### src/rtl/ptpc_pkg.sv
// constants and types for the proximity threshold and persistence block
// Behaviour
// - prox irq when outside thresholds and persistence met
// - prox thresholds 16-bit at 0x08..0x0b, low first
// - independent persistence per proximity and light
// - light irq compares channel zero result only
// - prox persistence zero: interrupt every cycle
// - prox codes 1..15 need that many out-of-range
// - light persistence zero: interrupt every cycle
// - light codes 1..3 need 1..3 results
// - light codes 4..15 need 5..60 step five
// - gain level bit scales two lowest gains
// - wait extension bit multiplies wait by 12
// - drive reduce bit cuts emitter current ninefold
// - emit exactly programmed pulse count per accumulation
// - emitter pulses at 62.5 kHz
// - irq output gated by mask bits 5 and 4
// - status bits 5 and 4 report pending irqs
// - irq held until self-clearing clear command
// - base wait is two's complement times 2.73 ms
package ptpc_pkg;
  // register addresses
  localparam logic [7:0] ADDR_ENABLE = 8'h00;
  localparam logic [7:0] ADDR_WAIT = 8'h03;
  localparam logic [7:0] ADDR_ALT_LO = 8'h04;
  localparam logic [7:0] ADDR_ALT_HI = 8'h05;
  localparam logic [7:0] ADDR_AHT_LO = 8'h06;
  localparam logic [7:0] ADDR_AHT_HI = 8'h07;
  localparam logic [7:0] ADDR_PLT_LO = 8'h08;
  localparam logic [7:0] ADDR_PLT_HI = 8'h09;
  localparam logic [7:0] ADDR_PHT_LO = 8'h0a;
  localparam logic [7:0] ADDR_PHT_HI = 8'h0b;
  localparam logic [7:0] ADDR_PERS = 8'h0c;
  localparam logic [7:0] ADDR_CONFIG = 8'h0d;
  localparam logic [7:0] ADDR_PULSE = 8'h0e;
  localparam logic [7:0] ADDR_STATUS = 8'h13;
  // field positions
  localparam int EN_PROX_MASK = 5;
  localparam int EN_LIGHT_MASK = 4;
  localparam int EN_WAIT = 3;
  localparam int ST_PROX_IRQ = 5;
  localparam int ST_LIGHT_IRQ = 4;
  localparam int CFG_GAIN_LEVEL = 2;
  localparam int CFG_WAIT_EXT = 1;
  localparam int CFG_DRIVE_RED = 0;
  localparam logic [7:0] CFG_WMASK = 8'h07;
  // clear command codes (low five bits of command byte)
  localparam logic [4:0] CMD_CLR_PROX = 5'h05;
  localparam logic [4:0] CMD_CLR_LIGHT = 5'h06;
  localparam logic [4:0] CMD_CLR_BOTH = 5'h07;
  // reset values
  localparam logic [7:0] RST_ZERO = 8'h00;
  localparam logic [7:0] RST_WAIT = 8'hff;
  localparam logic [7:0] RST_PULSE = 8'h00;
  // timing: clock 250 MHz
  localparam int CLK_HZ = 250000000;
  localparam int PULSE_HZ = 62500;
  localparam int PULSE_PERIOD = CLK_HZ / PULSE_HZ;
  localparam int PULSE_HIGH = PULSE_PERIOD / 2;
  localparam int WAIT_UNIT_US = 2730;
  localparam int WAIT_UNIT_CYC = WAIT_UNIT_US * (CLK_HZ / 1000000);
  localparam logic [3:0] WAIT_EXT_FACTOR = 4'hc;
  localparam logic [3:0] WAIT_NORM_FACTOR = 4'h1;
  localparam logic [2:0] GAIN_SCALED_MAX = 3'h1;
  localparam logic [5:0] LIGHT_STEP = 6'h05;
  localparam logic [3:0] LIGHT_LINEAR_MAX = 4'h3;
  // pulse engine states
  typedef enum logic [1:0] {
    PTPC_P_IDLE = 2'b00,
    PTPC_P_HIGH = 2'b01,
    PTPC_P_LOW = 2'b10
  } ptpc_pstate_t;
endpackage : ptpc_pkg

### src/rtl/ptpc_cfg_if.sv
// carrier between top and emitter pulse engine
`timescale 1ns/1ps
interface ptpc_cfg_if;
  logic start; // accumulation begins
  logic [7:0] count; // pulses wanted
  logic busy; // burst running
  logic pulse; // emitter level
  modport ctrl (output start, output count, input busy, input pulse);
  modport eng (input start, input count, output busy, output pulse);
endinterface : ptpc_cfg_if

### src/rtl/ptpc_emitter.sv
// emitter pulse engine at 62.5 kHz
`timescale 1ns/1ps
module ptpc_emitter (
  input wire logic clk_i,
  input wire logic rst_n_i,
  input wire logic ce_i,
  ptpc_cfg_if.eng cfg
);
  typedef struct packed {
    ptpc_pkg::ptpc_pstate_t st;
    logic [7:0] left;
    logic [15:0] tick;
    logic pulse;
  } ptpc_emit_t;
  ptpc_emit_t s_q, s_d;
  localparam logic [15:0] PER_M1 = 16'(ptpc_pkg::PULSE_PERIOD - 1);
  localparam logic [15:0] HI_M1 = 16'(ptpc_pkg::PULSE_HIGH - 1);
  assign cfg.busy = (s_q.st != ptpc_pkg::PTPC_P_IDLE);
  assign cfg.pulse = s_q.pulse;
  // next state of pulse burst
  always_comb
  begin
    s_d = s_q;
    case (s_q.st)
      ptpc_pkg::PTPC_P_IDLE:
      begin
        s_d.pulse = 1'b0;
        if (cfg.start && cfg.count != 8'h00)
        begin
          s_d.st = ptpc_pkg::PTPC_P_HIGH;
          s_d.left = cfg.count;
          s_d.tick = 16'h0000;
          s_d.pulse = 1'b1;
        end
      end
      ptpc_pkg::PTPC_P_HIGH:
      begin
        s_d.tick = s_q.tick + 16'h0001;
        if (s_q.tick == HI_M1)
        begin
          s_d.st = ptpc_pkg::PTPC_P_LOW;
          s_d.pulse = 1'b0;
          s_d.left = s_q.left - 8'h01;
        end
      end
      ptpc_pkg::PTPC_P_LOW:
      begin
        s_d.tick = s_q.tick + 16'h0001;
        if (s_q.tick == PER_M1)
        begin
          s_d.tick = 16'h0000;
          if (s_q.left == 8'h00)
            s_d.st = ptpc_pkg::PTPC_P_IDLE;
          else
          begin
            s_d.st = ptpc_pkg::PTPC_P_HIGH;
            s_d.pulse = 1'b1;
          end
        end
      end
      default: s_d.st = ptpc_pkg::PTPC_P_IDLE;
    endcase
  end
  // register with sync reset and enable
  always_ff @(posedge clk_i)
  begin
    if (!rst_n_i)
      s_q <= '0;
    else if (ce_i)
      s_q <= s_d;
  end
endmodule : ptpc_emitter

### src/rtl/ptpc_top.sv
// register file, threshold compare, persistence filters, wait timer
`timescale 1ns/1ps
module ptpc_top (
  input wire logic CLK_I,
  input wire logic RST_N_I,
  input wire logic CE_I,
  input wire logic WR_I, // write strobe from serial interface
  input wire logic RD_I, // read strobe
  input wire logic [7:0] ADDR_I,
  input wire logic [7:0] WDATA_I,
  input wire logic CMD_CLR_I, // special function strobe
  input wire logic [4:0] CMD_CODE_I,
  input wire logic PROX_DONE_I, // proximity cycle complete
  input wire logic [15:0] PROX_RESULT_I,
  input wire logic LIGHT_DONE_I, // light cycle complete
  input wire logic [15:0] CH0_RESULT_I,
  input wire logic WAIT_START_I, // begin wait period
  input wire logic ACCUM_START_I, // enter prox accumulation
  output logic [7:0] RDATA_O,
  output logic IRQ_N_O,
  output logic EMITTER_DRIVE_PIN_O,
  output logic DRIVE_REDUCE_O,
  output logic [2:0] GAIN_MULT_SEL_O,
  output logic WAIT_BUSY_O
);
  // whole state in one record
  // the record holds registers, counters and
  //   the registered outputs together, so one
  //   clock enable freezes all of them at once
  typedef struct packed {
    logic [7:0] enable;
    logic [7:0] wait_period;
    logic [15:0] light_lo;
    logic [15:0] light_hi;
    logic [15:0] prox_lo;
    logic [15:0] prox_hi;
    logic [7:0] persist;
    logic [7:0] config_r;
    logic [7:0] pulse_count;
    logic prox_flag;
    logic light_flag;
    logic [3:0] prox_cnt;
    logic [5:0] light_cnt;
    logic [31:0] wait_cnt;
    logic [3:0] wait_mul;
    logic [7:0] wait_units;
    logic wait_busy;
    logic [7:0] rdata;
    logic irq_n;
    logic drive_pin;
    logic drive_red;
    logic [2:0] gain_sel;
  } ptpc_state_t;
  ptpc_state_t s_q, s_d;
  ptpc_cfg_if cfg_bus ();
  // block overview:
  //   register file, one byte per strobe
  //   two window compares, one per channel
  //   two persistence counters, never shared
  //   two sticky flags, cleared by command only
  //   wait timer counting whole units
  //   emitter burst handed to a child engine
  // every path runs on one clock, so no
  //   synchroniser sits on any input; a strobe
  //   from another domain must be brought
  //   across before it reaches this block
  // cost: one more flop stage of latency is
  //   saved, at the price of that duty upstream
  // light persistence code to count
  // codes above the linear part step by five
  function automatic logic [5:0] light_need(input logic [3:0] code);
    logic [5:0] r;
    r = 6'h00;
    if (code <= ptpc_pkg::LIGHT_LINEAR_MAX)
      r = {2'b00, code};
    else
      r = 6'((code - ptpc_pkg::LIGHT_LINEAR_MAX) * ptpc_pkg::LIGHT_STEP);
    return r;
  endfunction
  // outside window test
  // strict compare: a result equal to either
  //   threshold counts as inside the window
  // a low threshold above the high one makes
  //   every result outside; software avoids it
  function automatic logic outside(input logic [15:0] v, input logic [15:0] lo,
                                   input logic [15:0] hi);
    return (v < lo) || (v > hi);
  endfunction
  // wait step length in base units
  function automatic logic [3:0] wait_factor(input logic [7:0] cfg);
    return cfg[ptpc_pkg::CFG_WAIT_EXT] ? ptpc_pkg::WAIT_EXT_FACTOR :
      ptpc_pkg::WAIT_NORM_FACTOR;
  endfunction
  // persistence codes split: upper nibble for
  //   proximity, lower nibble for light
  // result capture; same clock domain so no synchroniser
  logic prox_out, light_out, prox_hit, light_hit;
  logic clr_prox, clr_light;
  logic [3:0] prox_code;
  logic [5:0] light_req;
  assign prox_code = s_q.persist[7:4];
  assign light_req = light_need(s_q.persist[3:0]);
  assign prox_out = outside(PROX_RESULT_I, s_q.prox_lo, s_q.prox_hi);
  assign light_out = outside(CH0_RESULT_I, s_q.light_lo, s_q.light_hi);
  // clear codes decode only with the strobe
  //   high; other codes do nothing here
  assign clr_prox = CMD_CLR_I &&
    (CMD_CODE_I == ptpc_pkg::CMD_CLR_PROX || CMD_CODE_I == ptpc_pkg::CMD_CLR_BOTH);
  assign clr_light = CMD_CLR_I &&
    (CMD_CODE_I == ptpc_pkg::CMD_CLR_LIGHT || CMD_CODE_I == ptpc_pkg::CMD_CLR_BOTH);
  // hit decisions, each channel on its own counter
  // hit rules in short:
  //   code zero: every completed cycle hits
  //   code n: n-th consecutive outside result hits; light codes 4..15 need 5..60
  // the counter holds results already seen, so
  //   the current one is added before comparing
  // counter never wraps: it restarts on a hit
  //   before it can pass the largest code
  // an inside result never hits unless code zero
  always_comb
  begin
    prox_hit = 1'b0;
    light_hit = 1'b0;
    if (PROX_DONE_I)
    begin
      if (prox_code == 4'h0)
        prox_hit = 1'b1;
      else if (prox_out && (s_q.prox_cnt + 4'h1) >= prox_code)
        prox_hit = 1'b1;
    end
    if (LIGHT_DONE_I)
    begin
      if (s_q.persist[3:0] == 4'h0)
        light_hit = 1'b1;
      else if (light_out && (s_q.light_cnt + 6'h01) >= light_req)
        light_hit = 1'b1;
    end
  end
  // emitter engine link
  // the engine ignores a start during a burst;
  //   gating here too keeps the request clean
  //   for anything later added on this link
  assign cfg_bus.start = ACCUM_START_I && !cfg_bus.busy;
  assign cfg_bus.count = s_q.pulse_count;
  ptpc_emitter u_emit (
    .clk_i(CLK_I),
    .rst_n_i(RST_N_I),
    .ce_i(CE_I),
    .cfg(cfg_bus.eng)
  );
  // next state
  always_comb
  begin
    s_d = s_q;
    // register writes
    // thresholds are stored byte by byte, so a
    //   host changing both halves leaves a short
    //   window where the compare sees a mixed value
    // accepted to keep every write single byte
    // reserved configuration bits dropped on entry
    if (WR_I)
    begin
      if (ADDR_I == ptpc_pkg::ADDR_ENABLE)
        s_d.enable = WDATA_I;
      else if (ADDR_I == ptpc_pkg::ADDR_WAIT)
        s_d.wait_period = WDATA_I;
      else if (ADDR_I == ptpc_pkg::ADDR_ALT_LO)
        s_d.light_lo[7:0] = WDATA_I;
      else if (ADDR_I == ptpc_pkg::ADDR_ALT_HI)
        s_d.light_lo[15:8] = WDATA_I;
      else if (ADDR_I == ptpc_pkg::ADDR_AHT_LO)
        s_d.light_hi[7:0] = WDATA_I;
      else if (ADDR_I == ptpc_pkg::ADDR_AHT_HI)
        s_d.light_hi[15:8] = WDATA_I;
      else if (ADDR_I == ptpc_pkg::ADDR_PLT_LO)
        s_d.prox_lo[7:0] = WDATA_I;
      else if (ADDR_I == ptpc_pkg::ADDR_PLT_HI)
        s_d.prox_lo[15:8] = WDATA_I;
      else if (ADDR_I == ptpc_pkg::ADDR_PHT_LO)
        s_d.prox_hi[7:0] = WDATA_I;
      else if (ADDR_I == ptpc_pkg::ADDR_PHT_HI)
        s_d.prox_hi[15:8] = WDATA_I;
      else if (ADDR_I == ptpc_pkg::ADDR_PERS)
        s_d.persist = WDATA_I;
      else if (ADDR_I == ptpc_pkg::ADDR_CONFIG)
        s_d.config_r = WDATA_I & ptpc_pkg::CFG_WMASK;
      else if (ADDR_I == ptpc_pkg::ADDR_PULSE)
        s_d.pulse_count = WDATA_I;
    end
    // reads; unmapped addresses return zero
    // read data is registered, so a read answers
    //   one cycle after its strobe and then stands
    //   until the next read
    // status bits come from the flags, not the pin
    if (RD_I)
    begin
      if (ADDR_I == ptpc_pkg::ADDR_ENABLE)
        s_d.rdata = s_q.enable;
      else if (ADDR_I == ptpc_pkg::ADDR_WAIT)
        s_d.rdata = s_q.wait_period;
      else if (ADDR_I == ptpc_pkg::ADDR_ALT_LO)
        s_d.rdata = s_q.light_lo[7:0];
      else if (ADDR_I == ptpc_pkg::ADDR_ALT_HI)
        s_d.rdata = s_q.light_lo[15:8];
      else if (ADDR_I == ptpc_pkg::ADDR_AHT_LO)
        s_d.rdata = s_q.light_hi[7:0];
      else if (ADDR_I == ptpc_pkg::ADDR_AHT_HI)
        s_d.rdata = s_q.light_hi[15:8];
      else if (ADDR_I == ptpc_pkg::ADDR_PLT_LO)
        s_d.rdata = s_q.prox_lo[7:0];
      else if (ADDR_I == ptpc_pkg::ADDR_PLT_HI)
        s_d.rdata = s_q.prox_lo[15:8];
      else if (ADDR_I == ptpc_pkg::ADDR_PHT_LO)
        s_d.rdata = s_q.prox_hi[7:0];
      else if (ADDR_I == ptpc_pkg::ADDR_PHT_HI)
        s_d.rdata = s_q.prox_hi[15:8];
      else if (ADDR_I == ptpc_pkg::ADDR_PERS)
        s_d.rdata = s_q.persist;
      else if (ADDR_I == ptpc_pkg::ADDR_CONFIG)
        s_d.rdata = s_q.config_r;
      else if (ADDR_I == ptpc_pkg::ADDR_PULSE)
        s_d.rdata = s_q.pulse_count;
      else if (ADDR_I == ptpc_pkg::ADDR_STATUS)
      begin
        s_d.rdata = ptpc_pkg::RST_ZERO;
        s_d.rdata[ptpc_pkg::ST_PROX_IRQ] = s_q.prox_flag;
        s_d.rdata[ptpc_pkg::ST_LIGHT_IRQ] = s_q.light_flag;
      end
      else
        s_d.rdata = ptpc_pkg::RST_ZERO;
    end
    // counters: an inside result restarts the run,
    //   a hit restarts it too, and a clear command
    //   wins over a count in the same cycle
    // proximity persistence counter
    if (PROX_DONE_I)
    begin
      if (!prox_out || prox_hit)
        s_d.prox_cnt = 4'h0;
      else
        s_d.prox_cnt = s_q.prox_cnt + 4'h1;
    end
    if (clr_prox)
      s_d.prox_cnt = 4'h0;
    // light persistence counter
    if (LIGHT_DONE_I)
    begin
      if (!light_out || light_hit)
        s_d.light_cnt = 6'h00;
      else
        s_d.light_cnt = s_q.light_cnt + 6'h01;
    end
    if (clr_light)
      s_d.light_cnt = 6'h00;
    // flags: clear then set, so a same-cycle event wins
    // a hit in the very cycle of a clear must
    //   not be lost, hence the set comes last
    if (clr_prox)
      s_d.prox_flag = 1'b0;
    if (prox_hit)
      s_d.prox_flag = 1'b1;
    if (clr_light)
      s_d.light_flag = 1'b0;
    if (light_hit)
      s_d.light_flag = 1'b1;
    // masked irq pin, active low
    // pin follows the next flag values, so a hit
    //   shows one cycle after the result, the
    //   same latency as the status register
    // mask changes act two cycles after the write
    s_d.irq_n = !((s_d.prox_flag && s_q.enable[ptpc_pkg::EN_PROX_MASK]) ||
                  (s_d.light_flag && s_q.enable[ptpc_pkg::EN_LIGHT_MASK]));
    // wait timer: units = 256 - value, each unit 2.73 ms, times 12 if extended
    // layout:
    //   wait_cnt cycles inside one base unit
    //   wait_mul base units left in this step
    //   wait_units steps left after this one
    // trade-off: a private unit counter rather
    //   than a prescaler shared with timers that
    //   this block does not own
    // a start while busy is ignored, not queued
    // units reload from the register at start only
    if (WAIT_START_I && s_q.enable[ptpc_pkg::EN_WAIT] && !s_q.wait_busy)
    begin
      s_d.wait_busy = 1'b1;
      s_d.wait_units = ~s_q.wait_period;
      s_d.wait_mul = wait_factor(s_q.config_r);
      s_d.wait_cnt = 32'h00000000;
    end
    else if (s_q.wait_busy)
    begin
      s_d.wait_cnt = s_q.wait_cnt + 32'h00000001;
      if (s_q.wait_cnt == 32'(ptpc_pkg::WAIT_UNIT_CYC - 1))
      begin
        s_d.wait_cnt = 32'h00000000;
        if (s_q.wait_mul > 4'h1)
          s_d.wait_mul = s_q.wait_mul - 4'h1;
        else if (s_q.wait_units == 8'h00)
          s_d.wait_busy = 1'b0;
        else
        begin
          s_d.wait_units = s_q.wait_units - 8'h01;
          s_d.wait_mul = wait_factor(s_q.config_r);
        end
      end
    end
    // analog control outputs
    // registered copies of configuration bits and of the emitter level;
    //   the gain select only says scaled or not,
    //   the gain itself is chosen elsewhere
    // software keeps the scale off above 8x gain
    s_d.drive_red = s_q.config_r[ptpc_pkg::CFG_DRIVE_RED];
    s_d.gain_sel = s_q.config_r[ptpc_pkg::CFG_GAIN_LEVEL] ?
      ptpc_pkg::GAIN_SCALED_MAX : 3'h0;
    s_d.drive_pin = cfg_bus.pulse;
  end
  // reset loads every field, including the ones
  //   whose reset value is not zero; reset is
  //   taken even while the clock enable is low
  // state register; clock enable freezes everything
  always_ff @(posedge CLK_I)
  begin
    if (!RST_N_I)
    begin
      s_q <= '0;
      s_q.wait_period <= ptpc_pkg::RST_WAIT;
      s_q.pulse_count <= ptpc_pkg::RST_PULSE;
      s_q.irq_n <= 1'b1;
    end
    else if (CE_I)
      s_q <= s_d;
  end
  // outputs come straight from the state record,
  //   never from the next-state copy
  assign RDATA_O = s_q.rdata;
  assign IRQ_N_O = s_q.irq_n;
  assign EMITTER_DRIVE_PIN_O = s_q.drive_pin;
  assign DRIVE_REDUCE_O = s_q.drive_red;
  assign GAIN_MULT_SEL_O = s_q.gain_sel;
  assign WAIT_BUSY_O = s_q.wait_busy;
endmodule : ptpc_top

### config.mk
export PLATFORM = sky130hd
export DESIGN_NAME = ptpc_top
export DESIGN_NICKNAME = d
export VERILOG_FILES = /design/src/rtl/ptpc_pkg.sv /design/src/rtl/ptpc_cfg_if.sv /design/src/rtl/ptpc_emitter.sv /design/src/rtl/ptpc_top.sv
export SDC_FILE = /design/constraint.sdc
export NUM_CORES = 1
export LEC_CHECK = 0
export BUFFER_PORTS_ARGS = -buffer_cell sky130_fd_sc_hd__clkbuf_2
export CAP_MARGIN = 20
export CORE_UTILIZATION = 35
export CTS_CLUSTER_DIAMETER = 30
export DETAILED_ROUTE_END_ITERATION = 10
export PLACE_DENSITY = 0.54
export SYNTH_ARGS = -nofsm -noshare
export SYNTH_HDL_FRONTEND = slang
export SYNTH_HIERARCHICAL = 1
export SYNTH_SLANG_ARGS = --single-unit
### constraint.sdc
create_clock -name CLK_I -period 5.31 [get_ports CLK_I]
set_input_delay 0.7965 -clock CLK_I [delete_from_list [all_inputs] [get_ports CLK_I]]
set_output_delay 0.7965 -clock CLK_I [all_outputs]
set_load 0.005 [all_outputs]
==> metrics.json <==
{
  "run_status": {
    "status": "completed"
  },
  "yosys": {
    "yosys.cell_types.count": 89,
    "most_common_flop_cell_mapped_by_yosys": "sky130_fd_sc_hd__dfxtp_1",
    "postSynthRegisterBits": 195,
    "synthesis.yosys.warnings": 6,
    "synth_async_sr_flop_share_pct": 0,
    "yosysSeqAreaShare_pct": 32.5,
    "synthesis.area_um2": 12000,
    "number_of_enable_type_register_cells_in_the_synthesized_netlist": 0,
    "synthesis.instances": 1449,
    "post_synthesis_mean_instance_area_um2": 8.29
  },
  "timing": {
    "unrepaired_setup_endpoints_after_global_routing": "no",
    "fin_tns_setup_ns": 0,
    "max_clock_freq_mhz": 238,
    "finalSetupViolations": 0,
    "relSlewSlack_pct": 34.2,
    "worstMarginPinSlew_ns": 0.982,
    "hold_fails_final_rpt": 0,
    "finalCriticalPeriod_ns": 4.21,
    "slew_violations": 0,
    "finalCritPeriodShare_pct": 79.2,
    "finalClockSkew_ns": 0.0167
  },
  "routing": {
    "detailedRoute.firstIterationViolations": 719,
    "met2_wirelength_um": 16100,
    "drt_first_pass_iters": 5,
    "route.top_layer_used": "met4",
    "wl_met3_um": 1560,
    "via_per_inst": 5.37,
    "route.final.wire_length_um": 34700,
    "drc_errors": 0,
    "drt.antenna.violating_nets": 0,
    "detailroute.via_count": 10400,
    "avgRoutedWirePerCell_um": 17.9,
    "m1WireLength_um": 16200
  },
  "clock_network": {
    "number_of_sinks_driven_by_the_clock_tree": 195,
    "cts_tree": "built",
    "cts_made_buffers": 17,
    "clk_latency_ns": 0.45,
    "clock_tree.root_cell": "sky130_fd_sc_hd__clkbuf_16",
    "buffers_inserted_during_post_cts_setup_optimization": 0,
    "cts_hold_buffers": 0,
    "post_cts_resized": 0,
    "cts_max_level": 4,
    "clkSlewWorstSetupHoldPaths_ns": 0.08,
    "cts-root-to-sink-buffers": 2
  },
  "worst_setup_path": {
    "arrival_ns": 4.59,
    "worstPathMaxFanout": 11,
    "criticalPathCategory": "register to register",
    "data_required_time_at_the_worst_endpoint_ns": 5.70,
    "critPathLaunchType": "register",
    "critical_path.endpoint_type": "register",
    "ff2ff_path_depth": 15
  },
  "finish": {
    "drive_gt1_share_pct": 12.7,
    "fin_nets": 1633,
    "multi_input_comb_area_um2": 7370,
    "layout-area-overhead-vs-synth_pct": 10.3,
    "layout.area.seq_um2": 3900,
    "layout.core_utilization_pct": 39.4,
    "fillers": 3487
  },
  "pwr": {
    "net_load_switching_power_uw": 827,
    "p_int_mw": 2.26,
    "net_switching_share_of_the_total_power_pct": 26.8,
    "power_density_nw_per_um2": 233,
    "power_frac_seq_pct": 47.7,
    "share_clk_of_total_power_pct": 44.8,
    "vdd.ir_drop.worst_v": 0.000222,
    "p_leak_nw": 4.88,
    "combPwrFrac_pct": 7.5
  },
  "placement": {
    "place.gp.congestion": 0.925,
    "buffer_ports.inserted": 75,
    "dp_hpwl_um": 25700
  },
  "global_routing": {
    "antenna_found_initial": 1,
    "pin_count_of_the_biggest_net_entering_global_routing": 62,
    "globalRoute.totalOverflow": 0,
    "number_of_global_route_vias_before_repair": 9791,
    "grt_pass1_wl_um": 54800,
    "grt_usage_pct": 19.8
  },
  "job": {
    "drv.max_cap_violation_count": 0
  },
  "floorplan": {
    "io-pin-count": 78,
    "placement_rows": 67,
    "starting_density_of_the_core_pct": 35.7,
    "die_h_um": 187,
    "core_area_um2": 33700,
    "die_w_um": 187,
    "die-area_um2": 35100
  },
  "hold_path": {
    "worst_hold_path.num_cells": 2,
    "worst_hold_path_type": "register to register"
  }
}
[layout by cell type, fill, tap and decap left out, drive strengths merged, types with 21 or more instances in the layout]
cell type / n
a21oi: 96
clkbuf: 93
dfxtp: 195
ha: 90
inv: 104
mux2i: 109
nand2: 109
nand3: 58
nor2: 201
nor3: 35
o21ai: 79
o22ai: 21
xnor2: 22
xor2: 25
[worst max-delay path, stage by stage (launching register included)]
cell                       delay [ns]
sky130_fd_sc_hd__dfxtp_1         0.52
sky130_fd_sc_hd__ha_1            0.43
sky130_fd_sc_hd__xnor2_1         0.17
sky130_fd_sc_hd__ha_1            0.27
sky130_fd_sc_hd__fa_1            0.43
sky130_fd_sc_hd__xor2_1          0.32
sky130_fd_sc_hd__nor3_1          0.08
sky130_fd_sc_hd__a311oi_1        0.25
sky130_fd_sc_hd__a21oi_1         0.06
sky130_fd_sc_hd__a21oi_1         0.14
sky130_fd_sc_hd__ha_1            0.25
sky130_fd_sc_hd__nor2_1          0.11
sky130_fd_sc_hd__a21oi_1         0.06
sky130_fd_sc_hd__a2111o_1        0.44
sky130_fd_sc_hd__or3b_2          0.46
sky130_fd_sc_hd__a21oi_1         0.14
[area by class of cell]
cell class | instances | area share (%)
multi-input combinational | 1083 | 55.6
sequential | 195 | 29.4
tap | 448 | 4.23
timing repair buffer | 85 | 3.40
clock buffer | 18 | 3.24
inverter | 97 | 2.75
clock inverter | 14 | 1.38
antenna | 1 | 0.0189
[cell families (layout without fill, tap and decap cells)]
| group | count (synthesis) | in the layout | synth area share, % |
|---|---|---|---|
| adder cells (fa/ha/maj) | 91 | 91 | 9.54 |
| XOR/XNOR | 47 | 47 | 3.42 |
| multiplexers | 111 | 111 | 9.45 |
| flip-flops | 195 | 195 | 32.5 |
| buffers and inverters | 172 | 214 | 6.28 |
| other | 1 | 3 | 0.0312 |
| AND/OR/NAND/NOR | 530 | 530 | 22.4 |
| AO/OA/AOI/OAI | 302 | 302 | 16.4 |
[per-layer routing]
layer  up-vias  global-route usage, %
met5         -                      0
met4         0                   6.56
met3        51                   3.81
met2       242                   32.3
met1      4925                   26.1
li1       5206                      -
[synthesized netlist by cell type, types with 12 or more instances]
library cell / instances / area (um^2)
sky130_fd_sc_hd__nand2_1: 107 / 402
sky130_fd_sc_hd__inv_1: 96 / 360
sky130_fd_sc_hd__xnor2_1: 22 / 193
sky130_fd_sc_hd__a21oi_1: 91 / 455
sky130_fd_sc_hd__nor3_1: 28 / 140
sky130_fd_sc_hd__o22ai_1: 21 / 131
sky130_fd_sc_hd__or3_1: 12 / 75.1
sky130_fd_sc_hd__dfxtp_1: 195 / 3900
sky130_fd_sc_hd__nor2_1: 194 / 728
sky130_fd_sc_hd__nand3_1: 58 / 290
sky130_fd_sc_hd__xor2_1: 25 / 219
sky130_fd_sc_hd__nand2b_1: 13 / 81.3
sky130_fd_sc_hd__clkbuf_1: 47 / 176
sky130_fd_sc_hd__ha_1: 90 / 1130
sky130_fd_sc_hd__nand4_1: 19 / 119
sky130_fd_sc_hd__mux2i_1: 109 / 1090
sky130_fd_sc_hd__buf_4: 12 / 90.1
sky130_fd_sc_hd__o21ai_0: 68 / 340
[final timing paths]
check             slack (ns)  endpoint    start
hold / removal          0.48   s_q[64]  s_q[64]
hold reg to reg         0.48   s_q[64]  s_q[64]
setup reg to reg        1.10   s_q[60]  s_q[87]
setup / recovery        1.10   s_q[60]  s_q[87]
[flip-flops by register name, summed over array words and instances (netlist names)]
signal and flops:
cfg_bus.count 8, s_q 142, prox_code 4, WAIT_BUSY_O 1
s_d 1, GAIN_MULT_SEL_O 1, EMITTER_DRIVE_PIN_O 1, DRIVE_REDUCE_O 1
RDATA_O 8, IRQ_N_O 1, u_emit/cfg.pulse 1, u_emit/s_q 26
[power by group through the flow]
stage / clock network (mW) / logic (mW) / registers [mW]
3_3_place_gp: 0 / 0.228 / 1.51
6_report: 1.38 / 0.233 / 1.47
4_1_cts: 1.41 / 0.233 / 1.47
3_5_place_dp: 0 / 0.231 / 1.51
2_1_floorplan: 0 / 0.141 / 1.50
5_1_grt: 1.47 / 0.256 / 1.47
[metrics by stage]
| stage | cell area (um^2) | hold WS [ns] | std cells | setup slack, ns | total power, mW |
|---|---|---|---|---|---|
| 2_1_floorplan | 12000 | 0.437 | 1450 | 1.33 | 1.64 |
| 3_3_place_gp | 12600 | 0.454 | 1908 | 1.21 | 1.73 |
| 3_5_place_dp | 12600 | 0.465 | 1908 | 1.12 | 1.74 |
| 4_1_cts | 13300 | 0.477 | 1940 | 1.08 | 3.11 |
| 5_1_grt | 13300 | 0.496 | 1940 | 0.739 | 3.20 |
| 6_report | 13300 | 0.475 | 1941 | 1.10 | 3.09 |
No activity file was read; power rests on OpenSTA's default activity.
